**src/shared/irq_pkg.sv**
```systemverilog
// Purpose: constants and carrier types of the external interrupt controller
// Assumes: 8-bit registers on a 32-bit APB, one aligned word per register
// Notes:   register indices are word indices; byte address is four times the index
package irq_pkg;

    // ****************************************************************
    // sizes
    // ****************************************************************
    localparam int PADDR_W = 24;
    localparam int LINES   = 6;
    localparam int LINE_W  = 3;

    // ****************************************************************
    // register indices and byte addresses
    // ****************************************************************
    localparam logic [PADDR_W-1:0] IDX_SENSE  = 24'h0e_e014;
    localparam logic [PADDR_W-1:0] IDX_ENABLE = 24'h0e_e015;
    localparam logic [PADDR_W-1:0] IDX_PEND   = 24'h0e_e016;
    localparam logic [PADDR_W-1:0] IDX_PRIO_A = 24'h0e_e018;
    localparam logic [PADDR_W-1:0] IDX_PRIO_B = 24'h0e_e019;
    localparam logic [PADDR_W-1:0] IDX_EV_ST  = 24'h0e_e030;
    localparam logic [PADDR_W-1:0] IDX_EV_CLR = 24'h0e_e031;
    localparam logic [PADDR_W-1:0] IDX_EV_EN  = 24'h0e_e032;

    function automatic logic [PADDR_W-1:0] byte_addr(input logic [PADDR_W-1:0] idx);
        byte_addr = {idx[PADDR_W-3:0], 2'b00};
    endfunction

    localparam logic [PADDR_W-1:0] ADDR_SENSE  = byte_addr(IDX_SENSE);
    localparam logic [PADDR_W-1:0] ADDR_ENABLE = byte_addr(IDX_ENABLE);
    localparam logic [PADDR_W-1:0] ADDR_PEND   = byte_addr(IDX_PEND);
    localparam logic [PADDR_W-1:0] ADDR_PRIO_A = byte_addr(IDX_PRIO_A);
    localparam logic [PADDR_W-1:0] ADDR_PRIO_B = byte_addr(IDX_PRIO_B);
    localparam logic [PADDR_W-1:0] ADDR_EV_ST  = byte_addr(IDX_EV_ST);
    localparam logic [PADDR_W-1:0] ADDR_EV_CLR = byte_addr(IDX_EV_CLR);
    localparam logic [PADDR_W-1:0] ADDR_EV_EN  = byte_addr(IDX_EV_EN);

    // ****************************************************************
    // field layout and reset values
    // ****************************************************************
    localparam int PA_LINE0   = 7;
    localparam int PA_LINE1   = 6;
    localparam int PA_LINE23  = 5;
    localparam int PA_LINE45  = 4;
    localparam logic [7:0] PRIO_B_MASK = 8'hee;
    localparam logic [7:0] RST_BYTE    = 8'h00;
    localparam logic [LINES-1:0] RST_LINES = 6'h00;
    localparam logic [LINES-1:0] SYNC_IDLE = 6'h3f;

    // ****************************************************************
    // carriers
    // ****************************************************************
    typedef struct packed {
        logic              busy;
        logic              ack;
        logic [LINE_W-1:0] line;
    } exc_t;

    typedef struct packed {
        logic              valid;
        logic              high;
        logic [LINE_W-1:0] line;
    } req_t;

endpackage

```
**src/rtl/irq_line_sync.sv**
```systemverilog
// Purpose: two-stage synchroniser and falling edge detect for the request pins
// Assumes: pins idle high
// Notes:   first stage is read only by the second
`timescale 1ns/1ps
module irq_line_sync #(
    parameter int N = 6
) (
    input  wire logic         pclk,
    input  wire logic         presetn,
    input  wire logic [N-1:0] pin,
    output logic      [N-1:0] level,
    output logic      [N-1:0] fall
);

    logic [N-1:0] s1_r;
    logic [N-1:0] s2_r;
    logic [N-1:0] s3_r;

    // ****************************************************************
    // synchroniser
    // ****************************************************************
    always_ff @(posedge pclk or negedge presetn)
    begin
        if (!presetn)
        begin
            s1_r <= '1;
            s2_r <= '1;
            s3_r <= '1;
        end
        else
        begin
            s1_r <= pin;
            s2_r <= s1_r;
            s3_r <= s2_r;
        end
    end

    assign level = s2_r;
    assign fall  = s3_r & ~s2_r;

endmodule

```
**src/rtl/irq_prio_arbiter.sv**
```systemverilog
// Purpose: picks one request, high level first, then lowest line
// Assumes: combinational, registered by the caller
// Notes:   none
`timescale 1ns/1ps
module irq_prio_arbiter #(
    parameter int N = 6
) (
    input  wire logic [N-1:0] req,
    input  wire logic [N-1:0] high,
    output irq_pkg::req_t     pick
);

    logic [N-1:0] hi_req;

    always_comb
    begin
        hi_req = req & high;
        pick   = '0;
        for (int i = N - 1; i >= 0; i--)
        begin
            if (req[i] && !(|hi_req && !high[i]))
            begin
                pick.valid = 1'b1;
                pick.high  = high[i];
                pick.line  = irq_pkg::LINE_W'(i);
            end
        end
    end

endmodule

```
**src/rtl/external_irq_priority_ctrl.sv**
```systemverilog
// Purpose: six external interrupt lines with sensing, enables, pending flags
//          and two priority registers, reached over APB
// Assumes: single clock pclk, core handshake on the same clock
// Notes:   registers answer with one wait state
//
// Functional notes
// level mode sets flag while input low
// edge mode sets flag on falling edge
// clear needs prior read of one
// level mode clears on high during handling
// edge mode clears when handling runs
// write zero clears, one ignored, readable
// enable bits gate requests, reset zero
// priority bit zero low, one high
// register A bit to source mapping
// register A fully writable, resets zero
// register B bits 7-5, 3-1 writable
// request while flag and enable; high first
`timescale 1ns/1ps
module external_irq_priority_ctrl (
    input  wire logic                        pclk,
    input  wire logic                        presetn,
    input  wire logic                        psel,
    input  wire logic                        penable,
    input  wire logic                        pwrite,
    input  wire logic [irq_pkg::PADDR_W-1:0] paddr,
    input  wire logic [31:0]                 pwdata,
    input  wire logic [3:0]                  pstrb,
    output logic      [31:0]                 prdata,
    output logic                             pready,
    output logic                             pslverr,
    input  wire logic [irq_pkg::LINES-1:0]   external_interrupt_input,
    input  wire irq_pkg::exc_t               exc,
    output irq_pkg::req_t                    core_req,
    output logic      [7:0]                  prio_a_out,
    output logic      [7:0]                  prio_b_out,
    output logic                             irq
);

    localparam int L = irq_pkg::LINES;

    // ****************************************************************
    // state
    // ****************************************************************
    logic [L-1:0]  line_sense_select_bit_r;
    logic [L-1:0]  line_enable_bit_r;
    logic [L-1:0]  line_pending_flag_r;
    logic [L-1:0]  clear_armed_r;
    logic [7:0]    priority_a_r;
    logic [7:0]    priority_b_r;
    logic [L-1:0]  ev_status_r;
    logic [L-1:0]  ev_enable_r;
    logic [L-1:0]  pend_prev_r;
    logic [31:0]   prdata_r;
    logic          pready_r;
    logic          pslverr_r;
    irq_pkg::req_t core_req_r;
    logic          irq_r;

    logic [L-1:0]  in_level;
    logic [L-1:0]  in_fall;
    logic [L-1:0]  line_high;
    irq_pkg::req_t pick;
    logic [31:0]   rd_nxt;
    logic          err_nxt;
    logic          done;
    logic          wr_lane;
    logic          wr_sense;
    logic          wr_enable;
    logic          wr_pend;
    logic          rd_pend;
    logic          wr_prio_a;
    logic          wr_prio_b;
    logic          wr_ev_clr;
    logic          wr_ev_en;

    // ****************************************************************
    // pin synchroniser
    // ****************************************************************
    irq_line_sync #(
        .N (L)
    ) u_sync (
        .pclk    (pclk),
        .presetn (presetn),
        .pin     (external_interrupt_input),
        .level   (in_level),
        .fall    (in_fall)
    );

    // ****************************************************************
    // apb decode
    // ****************************************************************
    function automatic logic is_addr(input logic [irq_pkg::PADDR_W-1:0] a,
                                     input logic [irq_pkg::PADDR_W-1:0] ref_a);
        is_addr = (a == ref_a);
    endfunction

    assign done      = psel && penable && pready_r;
    assign wr_lane   = done && pwrite && pstrb[0] && !pslverr_r;
    assign wr_sense  = wr_lane && is_addr(paddr, irq_pkg::ADDR_SENSE);
    assign wr_enable = wr_lane && is_addr(paddr, irq_pkg::ADDR_ENABLE);
    assign wr_pend   = wr_lane && is_addr(paddr, irq_pkg::ADDR_PEND);
    assign wr_prio_a = wr_lane && is_addr(paddr, irq_pkg::ADDR_PRIO_A);
    assign wr_prio_b = wr_lane && is_addr(paddr, irq_pkg::ADDR_PRIO_B);
    assign wr_ev_clr = wr_lane && is_addr(paddr, irq_pkg::ADDR_EV_CLR);
    assign wr_ev_en  = wr_lane && is_addr(paddr, irq_pkg::ADDR_EV_EN);
    assign rd_pend   = done && !pwrite && is_addr(paddr, irq_pkg::ADDR_PEND);

    // read mux, upper bits zero
    always_comb
    begin
        rd_nxt  = '0;
        err_nxt = 1'b0;
        unique case (paddr)
            irq_pkg::ADDR_SENSE:  rd_nxt[L-1:0] = line_sense_select_bit_r;
            irq_pkg::ADDR_ENABLE: rd_nxt[L-1:0] = line_enable_bit_r;
            // flags always readable
            irq_pkg::ADDR_PEND:   rd_nxt[L-1:0] = line_pending_flag_r;
            irq_pkg::ADDR_PRIO_A: rd_nxt[7:0]   = priority_a_r;
            irq_pkg::ADDR_PRIO_B: rd_nxt[7:0]   = priority_b_r;
            irq_pkg::ADDR_EV_ST:  rd_nxt[L-1:0] = ev_status_r;
            irq_pkg::ADDR_EV_CLR: rd_nxt        = '0;
            irq_pkg::ADDR_EV_EN:  rd_nxt[L-1:0] = ev_enable_r;
            default:              err_nxt       = 1'b1;
        endcase
    end

    // ****************************************************************
    // apb answer: one wait state
    // ****************************************************************
    always_ff @(posedge pclk or negedge presetn)
    begin
        if (!presetn)
        begin
            pready_r  <= 1'b0;
            prdata_r  <= '0;
            pslverr_r <= 1'b0;
        end
        else if (psel && penable && !pready_r)
        begin
            pready_r  <= 1'b1;
            prdata_r  <= pwrite ? 32'h0000_0000 : rd_nxt;
            pslverr_r <= err_nxt;
        end
        else
        begin
            pready_r  <= 1'b0;
            pslverr_r <= 1'b0;
        end
    end

    // ****************************************************************
    // configuration registers
    // ****************************************************************
    always_ff @(posedge pclk or negedge presetn)
    begin
        if (!presetn)
            line_sense_select_bit_r <= irq_pkg::RST_LINES;
        else if (wr_sense)
            line_sense_select_bit_r <= pwdata[L-1:0];
    end

    // enables reset to zero
    always_ff @(posedge pclk or negedge presetn)
    begin
        if (!presetn)
            line_enable_bit_r <= irq_pkg::RST_LINES;
        else if (wr_enable)
            line_enable_bit_r <= pwdata[L-1:0];
    end

    // all eight bits, reset low
    always_ff @(posedge pclk or negedge presetn)
    begin
        if (!presetn)
            priority_a_r <= irq_pkg::RST_BYTE;
        else if (wr_prio_a)
            priority_a_r <= pwdata[7:0];
    end

    // only bits 7-5 and 3-1 kept
    always_ff @(posedge pclk or negedge presetn)
    begin
        if (!presetn)
            priority_b_r <= irq_pkg::RST_BYTE;
        else if (wr_prio_b)
            priority_b_r <= pwdata[7:0] & irq_pkg::PRIO_B_MASK;
    end

    // ****************************************************************
    // pending flags
    // ****************************************************************
    // arm from data actually returned
    always_ff @(posedge pclk or negedge presetn)
    begin
        if (!presetn)
            clear_armed_r <= irq_pkg::RST_LINES;
        else if (rd_pend)
            clear_armed_r <= prdata_r[L-1:0];
        else if (wr_pend)
            clear_armed_r <= irq_pkg::RST_LINES;
    end

    always_ff @(posedge pclk or negedge presetn)
    begin
        if (!presetn)
            line_pending_flag_r <= irq_pkg::RST_LINES;
        else
        begin
            for (int i = 0; i < L; i++)
            begin
                logic set_c;
                logic hw_clr;
                logic sw_clr;
                logic mine;
                mine = (exc.line == irq_pkg::LINE_W'(i));
                // low level sets
                // falling edge sets
                set_c = line_sense_select_bit_r[i] ? in_fall[i] : !in_level[i];
                // level mode, high during handling
                // edge mode, handling carried out
                hw_clr = line_sense_select_bit_r[i] ? (exc.ack && mine)
                                                    : (exc.busy && mine && in_level[i]);
                // zero clears, one ignored
                // only after reading one
                sw_clr = wr_pend && !pwdata[i] && clear_armed_r[i];
                if (set_c)
                    line_pending_flag_r[i] <= 1'b1;
                else if (hw_clr || sw_clr)
                    line_pending_flag_r[i] <= 1'b0;
            end
        end
    end

    // ****************************************************************
    // event status, clear and enable
    // ****************************************************************
    always_ff @(posedge pclk or negedge presetn)
    begin
        if (!presetn)
            pend_prev_r <= irq_pkg::RST_LINES;
        else
            pend_prev_r <= line_pending_flag_r;
    end

    // set wins over clear
    always_ff @(posedge pclk or negedge presetn)
    begin
        if (!presetn)
            ev_status_r <= irq_pkg::RST_LINES;
        else
        begin
            for (int i = 0; i < L; i++)
            begin
                if (line_pending_flag_r[i] && !pend_prev_r[i])
                    ev_status_r[i] <= 1'b1;
                else if (wr_ev_clr && pwdata[i])
                    ev_status_r[i] <= 1'b0;
            end
        end
    end

    always_ff @(posedge pclk or negedge presetn)
    begin
        if (!presetn)
            ev_enable_r <= irq_pkg::RST_LINES;
        else if (wr_ev_en)
            ev_enable_r <= pwdata[L-1:0];
    end

    always_ff @(posedge pclk or negedge presetn)
    begin
        if (!presetn)
            irq_r <= 1'b0;
        else
            irq_r <= |(ev_status_r & ev_enable_r);
    end

    // ****************************************************************
    // request to the core
    // ****************************************************************
    // register A bits 7, 6 for lines 0, 1; bit 5 shared by lines 2-3, bit 4 by lines 4-5
    // bit set means high level
    assign line_high[0] = priority_a_r[irq_pkg::PA_LINE0];
    assign line_high[1] = priority_a_r[irq_pkg::PA_LINE1];
    assign line_high[2] = priority_a_r[irq_pkg::PA_LINE23];
    assign line_high[3] = priority_a_r[irq_pkg::PA_LINE23];
    assign line_high[4] = priority_a_r[irq_pkg::PA_LINE45];
    assign line_high[5] = priority_a_r[irq_pkg::PA_LINE45];

    // flag and enable, high first
    // disabled lines never requested
    irq_prio_arbiter #(
        .N (L)
    ) u_arb (
        .req  (line_pending_flag_r & line_enable_bit_r),
        .high (line_high),
        .pick (pick)
    );

    always_ff @(posedge pclk or negedge presetn)
    begin
        if (!presetn)
            core_req_r <= '0;
        else
            core_req_r <= pick;
    end

    // ****************************************************************
    // outputs
    // ****************************************************************
    assign prdata     = prdata_r;
    assign pready     = pready_r;
    assign pslverr    = pslverr_r;
    assign core_req   = core_req_r;
    assign prio_a_out = priority_a_r;
    assign prio_b_out = priority_b_r;
    assign irq        = irq_r;

endmodule

```
**config.mk**
```make
export PLATFORM = sky130hd
export DESIGN_NAME = external_irq_priority_ctrl
export DESIGN_NICKNAME = d
export VERILOG_FILES = /design/src/shared/irq_pkg.sv /design/src/rtl/irq_line_sync.sv /design/src/rtl/irq_prio_arbiter.sv /design/src/rtl/external_irq_priority_ctrl.sv
export SDC_FILE = /design/constraint.sdc
export NUM_CORES = 1
export LEC_CHECK = 0
export ABC_AREA = 1
export ABC_CLOCK_PERIOD_IN_PS = 2000
export BUFFER_PORTS_ARGS = -buffer_cell sky130_fd_sc_hd__buf_2
export CAP_MARGIN = 10
export CORE_ASPECT_RATIO = 1.1
export CORE_UTILIZATION = 56
export DETAILED_ROUTE_END_ITERATION = 10
export GPL_TIMING_DRIVEN = 0
export HOLD_SLACK_MARGIN = 0.05
export MAX_ROUTING_LAYER = met4
export PLACE_DENSITY = 0.95
export SLEW_MARGIN = 30
export SYNTH_ARGS = -nofsm -noshare
export SYNTH_HDL_FRONTEND = slang
export SYNTH_SLANG_ARGS = --single-unit
```
**constraint.sdc**
```tcl
create_clock -name pclk -period 2 [get_ports pclk]
set_input_delay 0.2 -clock pclk [delete_from_list [all_inputs] [get_ports pclk]]
set_output_delay 0.2 -clock pclk [all_outputs]
set_load 0.005 [all_outputs]
```
# After elaboration in Yosys (flattened, before gate mapping)
# Index checks and enable logic that the tools add are counted.
[totals] regBits=114 inputBits=76 elab_cells=216
[classes] n_eq_ne=13 muxes=50 n_bitwise=5 reduce_logical=119
[ops] op="equality test 24 x 22 -> 1 bit, second input constant" count=8
[ops] op="logical AND 1 bit" count=67
[ops] op="one-hot mux 6 bit (7 select lines)" count=1
[ops] op="two-way mux 1 bit" count=39
[ops] op="two-way mux 5 bit" count=6
[ops] op="logical NOT 1 bit" count=29
[ops] op="nonzero test 2 bit" count=13
[ops] op="AND 6 bit" count=4
[ops] op="two-way mux 6 bit" count=2
[ops] op="OR reduction 6 bit" count=2
[ops] op="two-way mux 8 bit" count=1
[ops] op="OR reduction 8 bit" count=1
[ops] op="equality test 3 x 2 -> 1 bit, second input constant" count=2
[ops] op="equality test 3 bit, second input constant" count=2
[ops] op="logical OR 1 bit" count=6
[ops] op="inverter 6 bit" count=1
[ops] op="one-hot mux 2 bit (2 select lines)" count=1
[ops] op="equality test 3 x 1 -> 1 bit, second input constant" count=1
[ops] op="logical NOT 3 bit" count=1

# Depth between registers and ports, before layout
[depth] word_depth=12 depth_mapped=11 depth_no_buf=11

# Cells and area by module
# A second synthesis with hierarchy kept.
[unflattened] cells_unflattened=565 hier_area_um2=4579.4
[by_module_without_submodules] module="external_irq_priority_ctrl" n_inst=1 cells_each=496 area_each_um2=3861.2 seq_area_each_um2=1801.7
[by_module_without_submodules] module="irq_line_sync" n_inst=1 cells_each=30 area_each_um2=533.0 seq_area_each_um2=473.0
[by_module_without_submodules] module="irq_prio_arbiter" n_inst=1 cells_each=39 area_each_um2=185.2 seq_area_each_um2=0.0

# Worst setup path after synthesis
# Ideal clock, no wire load.
[synth_timing] kind="register -> register" from="register pready_r, in the netlist pready" to="register pslverr_r, in the netlist pslverr" arrival_time_ps=1229 slack_ps=690 stages_incl_launch_ff=5 period_less_slack_ps=1310 cell_sequence="dfrtp_1 > nor3_4 > inv_4 > or2_1 > nor3_2"
[synth_between] elab_chain_len=3
[synth_rtl] item="from (decl)" line_no="external_irq_priority_ctrl.sv:55" rtl="logic pready_r;"
[synth_rtl] item="from (signal assigned)" line_no="external_irq_priority_ctrl.sv:135" rtl="pready_r <= 1'b0;"
[synth_rtl] item="from (signal assigned)" line_no="external_irq_priority_ctrl.sv:141" rtl="pready_r <= 1'b1;"
[synth_rtl] item="from (signal assigned)" line_no="external_irq_priority_ctrl.sv:147" rtl="pready_r <= 1'b0;"
[synth_rtl] item="logical NOT 1 bit" line_no="external_irq_priority_ctrl.sv:139" rtl="else if (psel && penable && !pready_r)"
[synth_rtl] item="logical AND 1 bit" line_no="external_irq_priority_ctrl.sv:139"
[synth_rtl] item="two-way mux 1 bit" line_no="external_irq_priority_ctrl.sv:139"
[synth_rtl] item="to (signal assigned)" line_no="external_irq_priority_ctrl.sv:143" rtl="pslverr_r <= err_nxt;"
[synth_rtl] item="to (decl)" line_no="external_irq_priority_ctrl.sv:56" rtl="logic pslverr_r;"
# Every way passes these cells.
# A chain may end at the register's enable or synchronous reset.

# Final worst setup path
[layout_timing] from="register pready_r, in the netlist pready" to="register line_sense_select_bit_r[1]"
[layout_between] elab_chain_len=5
[layout_rtl] item="logical AND 1 bit" line_no="external_irq_priority_ctrl.sv:98" rtl="assign done = psel && penable && pready_r;"
[layout_rtl] item="logical AND 1 bit (3 in series)" line_no="external_irq_priority_ctrl.sv:99" rtl="assign wr_lane = done && pwrite && pstrb[0] && !pslverr_r;"
[layout_rtl] item="logical AND 1 bit" line_no="external_irq_priority_ctrl.sv:100" rtl="assign wr_sense = wr_lane && is_addr(paddr, irq_pkg::ADDR_SENSE);"
[layout_rtl] item="to (signal assigned)" line_no="external_irq_priority_ctrl.sv:158" rtl="line_sense_select_bit_r <= irq_pkg::RST_LINES;"
[layout_rtl] item="to (signal assigned)" line_no="external_irq_priority_ctrl.sv:160" rtl="line_sense_select_bit_r <= pwdata[L-1:0];"
[layout_rtl] item="to (decl)" line_no="external_irq_priority_ctrl.sv:45" rtl="logic [L-1:0] line_sense_select_bit_r;"
# Every way passes these cells.

==> reports/summary.log <==
[status] outcome complete, no violations
[sta] Period Utilization, post-route 0.795
[cts] CTS tree built
[placement] IO Port Bufs 78
[synthesis] Synth top cells by count nand2_1 (125), dfrtp_1 (72), nor2_1 (56), inv_1 (52), nand4_1 (34)
[synthesis] count of mapped cells out of synthesis 535
[layout] area added between synthesis and finish 20.2%
[setup_path] buffer and inverter count on the worst path 3
[sta] Setup Viol. Count Final 0
[floorplanning] core area 7870 µm²
[global_route] Global Route Usage Sum 0.305
[synthesis] total of flip-flops plus latches after synthesis 90
[setup_path] number of cells on the worst reg-to-reg path 8
[global_route] GR Overflow Total 0
[min_path] startpoint of the worst hold path pwdata[6]
[setup_path] critical path, cell by cell nand3_1, inv_1, nand2_1, clkinv_2, nand4_1, buf_2, nand2_1, o21ai_1
[cts] Clock Pin Slew Worst Setup and Hold Paths 0.10 ns
[min_path] type of the tightest min-delay check primary input to register
[synthesis] Avg Inst Size Synth 8.47 µm²
[synthesis] fraction of post-synthesis cell area in the top cell type by area 0.398
[setup_path] path type of the worst setup path register to register
[floorplanning] die footprint 8450 µm²
[global_route] initial antenna violation count 0
[setup_path] r2r setup slk 0.41 ns
[setup_path] CP max FO 10
[setup_path] cell family with the largest share of critical-path delay buffers and inverters
[detailed_routing] DR WL/cell 15.7 µm
[floorplanning] Starting Density 0.576
[setup_path] data required time at the worst endpoint 2.23 ns
[setup_path] cell with the biggest individual delay on the critical path dfrtp_1
[sta] PnR worst setup slack 0.410 ns
[synthesis] count leader, synth nand2_1
[placement] placed wire-length estimate after detailed placement 9120 µm
[min_path] count of cells along the worst hold path 3
[setup_path] category of the worst setup path capture point register
[min_path] Worst Hold Path EP prio_b_out[6]
[sta] final number of max-transition violations 0
[synthesis] number of warnings printed during yosys synthesis 0
[setup_path] crit-path max cell delay 0.42 ns
[sta] Min Clock Period, post-route 1.59 ns
[synthesis] cell types occupying the most area after synthesis dfrtp_1 (40%), dfstp_2 (10%), nand2_1 (10%)
[synthesis] post-synthesis instance area 4530 µm²
[cts] clock buffer depth 2
[setup_path] start of the worst register-to-register path pready
[sta] Hold WS 0.0906 ns
[cts] number of buffers added by the clock tree synthesis step 9
[job] max-cap viol count 0
[global_route] maximum number of pins on one net before global-route repair 47
[setup_path] critical path's most frequent cell nand2_1
[detailed_routing] first-pass iteration count of the detailed router 5
[layout] # nets final 733
[cts] library cell used as clock root buffer clkbuf_8
[pwr] leakage power 0.00282 µW
[cts] latest clock arrival within the worst-skew pair 0.37 ns
[floorplanning] boundary pin count 132
[setup_path] data arrival time of the worst path 1.82 ns
[floorplanning] chip height 96.3 µm
[synthesis] share of flip-flops with an asynchronous set or reset 1.00
[global_route] global-route wire length before repair 18200 µm
[detailed_routing] DRC violations left 0
[global_route] via count of the first global-routing pass 3707
[synthesis] top cell type by total area after synthesis dfrtp_1
[sta] maximum clock frequency 629 MHz
[floorplanning] number of rows in the core area 34
[layout] core utilization of the finished layout 0.692
[detailed_routing] total via count in the routed design 4113
[detailed_routing] residual antenna-violating net count after detailed routing 0
[floorplanning] Die X 87.8 µm
[synthesis] most used flip-flop cell after synthesis dfrtp_1
[layout] final antenna diode count 0
[cts] number of levels in the clock H-tree 3
[pwr] cell area power density 628 nW/µm²
[pwr] worst IR drop on VDD 0.000691 V
[synthesis] post-synth cell types 41
[layout] fraction of final layout cells sized beyond drive strength 1 0.279
[sta] Setup Skew 0.0140 ns
[detailed_routing] routed wire length 12100 µm
[detailed_routing] initial drt markers 360
[detailed_routing] vias per inst 5.34
[sta] Post-Route Setup TNS 0 ns
[placement] minimum setup slack after placement 0.365 ns
[sta] unrepaired setup endpoints after global routing false
[cts] total clock sinks 90
[sta] number of hold-slack violations in the final timing report 0
[setup_path] Critical R2R Capture line_sense_select_bit_r[1]
[placement] final RePlAce weighted congestion 0.896
[setup_path] kind of start point of the critical path register
[synthesis] Seq/Total Area, Yosys 0.502
[synthesis] number of enable-type register cells in the synthesized netlist 0
layer usage:
metal  global-route usage  vias up  part of all wire
met4                0.130        0             0.032
met1                0.356     1934              0.41
met5                    -        -                 0
met2                0.512      196              0.49
met3               0.0617       31             0.066
li1                     -     1952                 -
kinds of logic after synthesis:
| group | synth area share |
|---|---|
| buf+inv | 0.113 |
| flops | 0.502 |
| other cells | 0.000828 |
| simple gates | 0.281 |
| compound gates | 0.103 |
report_power, final:
| group | total (µW) | leakage [µW] | internal (µW) | switching [µW] |
|---|---|---|---|---|
| clock | 1280 | 0.000100 | 596 | 688 |
| sequential | 1880 | 0.00110 | 1860 | 18.2 |
| combinational | 257 | 0.00161 | 105 | 152 |
layout make-up:
cell class | count | area [µm²]
flip-flops and latches | 90 | 2270
clock buffers | 10 | 128
multi-input cells | 375 | 1840
plain buffers | 37 | 290
repair buffers | 86 | 487
inverters | 58 | 221
fillers | 617 | 2420
well taps | 108 | 135
clock inverters | 6 | 73.8
metrics by stage:
step / instances / total power (µW) / area (µm²)
6_report: 770 / 3420 / 5450
5_1_grt: 770 / 3540 / 5450
4_1_cts: 770 / 3440 / 5450
3_5_place_dp: 747 / 2160 / 5180
3_3_place_gp: 746 / 2140 / 5150
2_1_floorplan: 560 / 2030 / 4620
state kept, by name, indices dropped and copies added (netlist names):
register,flops
irq,1
prio_b_out,6
pslverr,1
pend_prev_r,6
prdata,8
line_sense_select_bit_r,6
ev_enable_r,6
u_sync.level,6
clear_armed_r,6
u_sync.s3_r,6
u_sync.s1_r,6
prio_a_out,8
line_enable_bit_r,6
ev_status_r,6
core_req,5
pready,1
line_pending_flag_r,6
cells in the final DEF (no fill, tap or decap), types with 2 or more instances in the layout:
| master | Yosys | final |
|---|---|---|
| nand2_1 | 125 | 125 |
| buf_2 | 4 | 81 |
| dfrtp_1 | 72 | 72 |
| nor2_1 | 56 | 56 |
| inv_1 | 52 | 52 |
| nand4_1 | 34 | 34 |
| o21ai_1 | 32 | 32 |
| o21ai_0 | 27 | 27 |
| buf_4 | 27 | 27 |
| conb_1 | 1 | 26 |
| nand3_1 | 25 | 25 |
| dfstp_2 | 18 | 18 |
| clkbuf_8 | 0 | 9 |
| nand2_2 | 8 | 8 |
| buf_6 | 6 | 7 |
| dlygate4sd3_1 | 0 | 7 |
| nor2_2 | 6 | 6 |
| o21ai_2 | 6 | 6 |
| a21oi_1 | 3 | 3 |
| inv_2 | 3 | 3 |
| nor2_4 | 3 | 3 |
| o22ai_1 | 3 | 3 |
| clkinv_2 | 1 | 2 |
| nor2_8 | 2 | 2 |
| nand3_2 | 2 | 2 |
| a41oi_1 | 2 | 2 |
| inv_8 | 0 | 2 |
repair_timing:
item,4_1_cts,5_1_grt
hold buffers,7,0
setup buffers,0,0
gates resized for setup,0,0
endpoints found under the hold margin,45,0
endpoints found under the setup margin,0,0
worst max-delay path by stage:
stage | slack (ns) | to | startpoint | cells after the start
after floorplan | 0.69 | pslverr | pready | 4
final | 0.41 | line_sense_select_bit_r[1] | pready | 8
after CTS | 0.42 | line_sense_select_bit_r[1] | pready | 8
after global routing | 0.23 | core_req[2] | line_pending_flag_r[2] | 8
after detailed placement | 0.37 | line_pending_flag_r[5] | paddr[9] | 11
after global placement | 0.05 | prio_a_out[6] | presetn | 1
worst register-to-register path, cell delays in order, from the launching register on:
cell	delay, ns
dfrtp_1	0.42
nand3_1	0.11
inv_1	0.10
nand2_1	0.07
clkinv_2	0.16
nand4_1	0.20
buf_2	0.25
nand2_1	0.09
o21ai_1	0.06
Note: power is estimated with default switching activity, not from simulation.
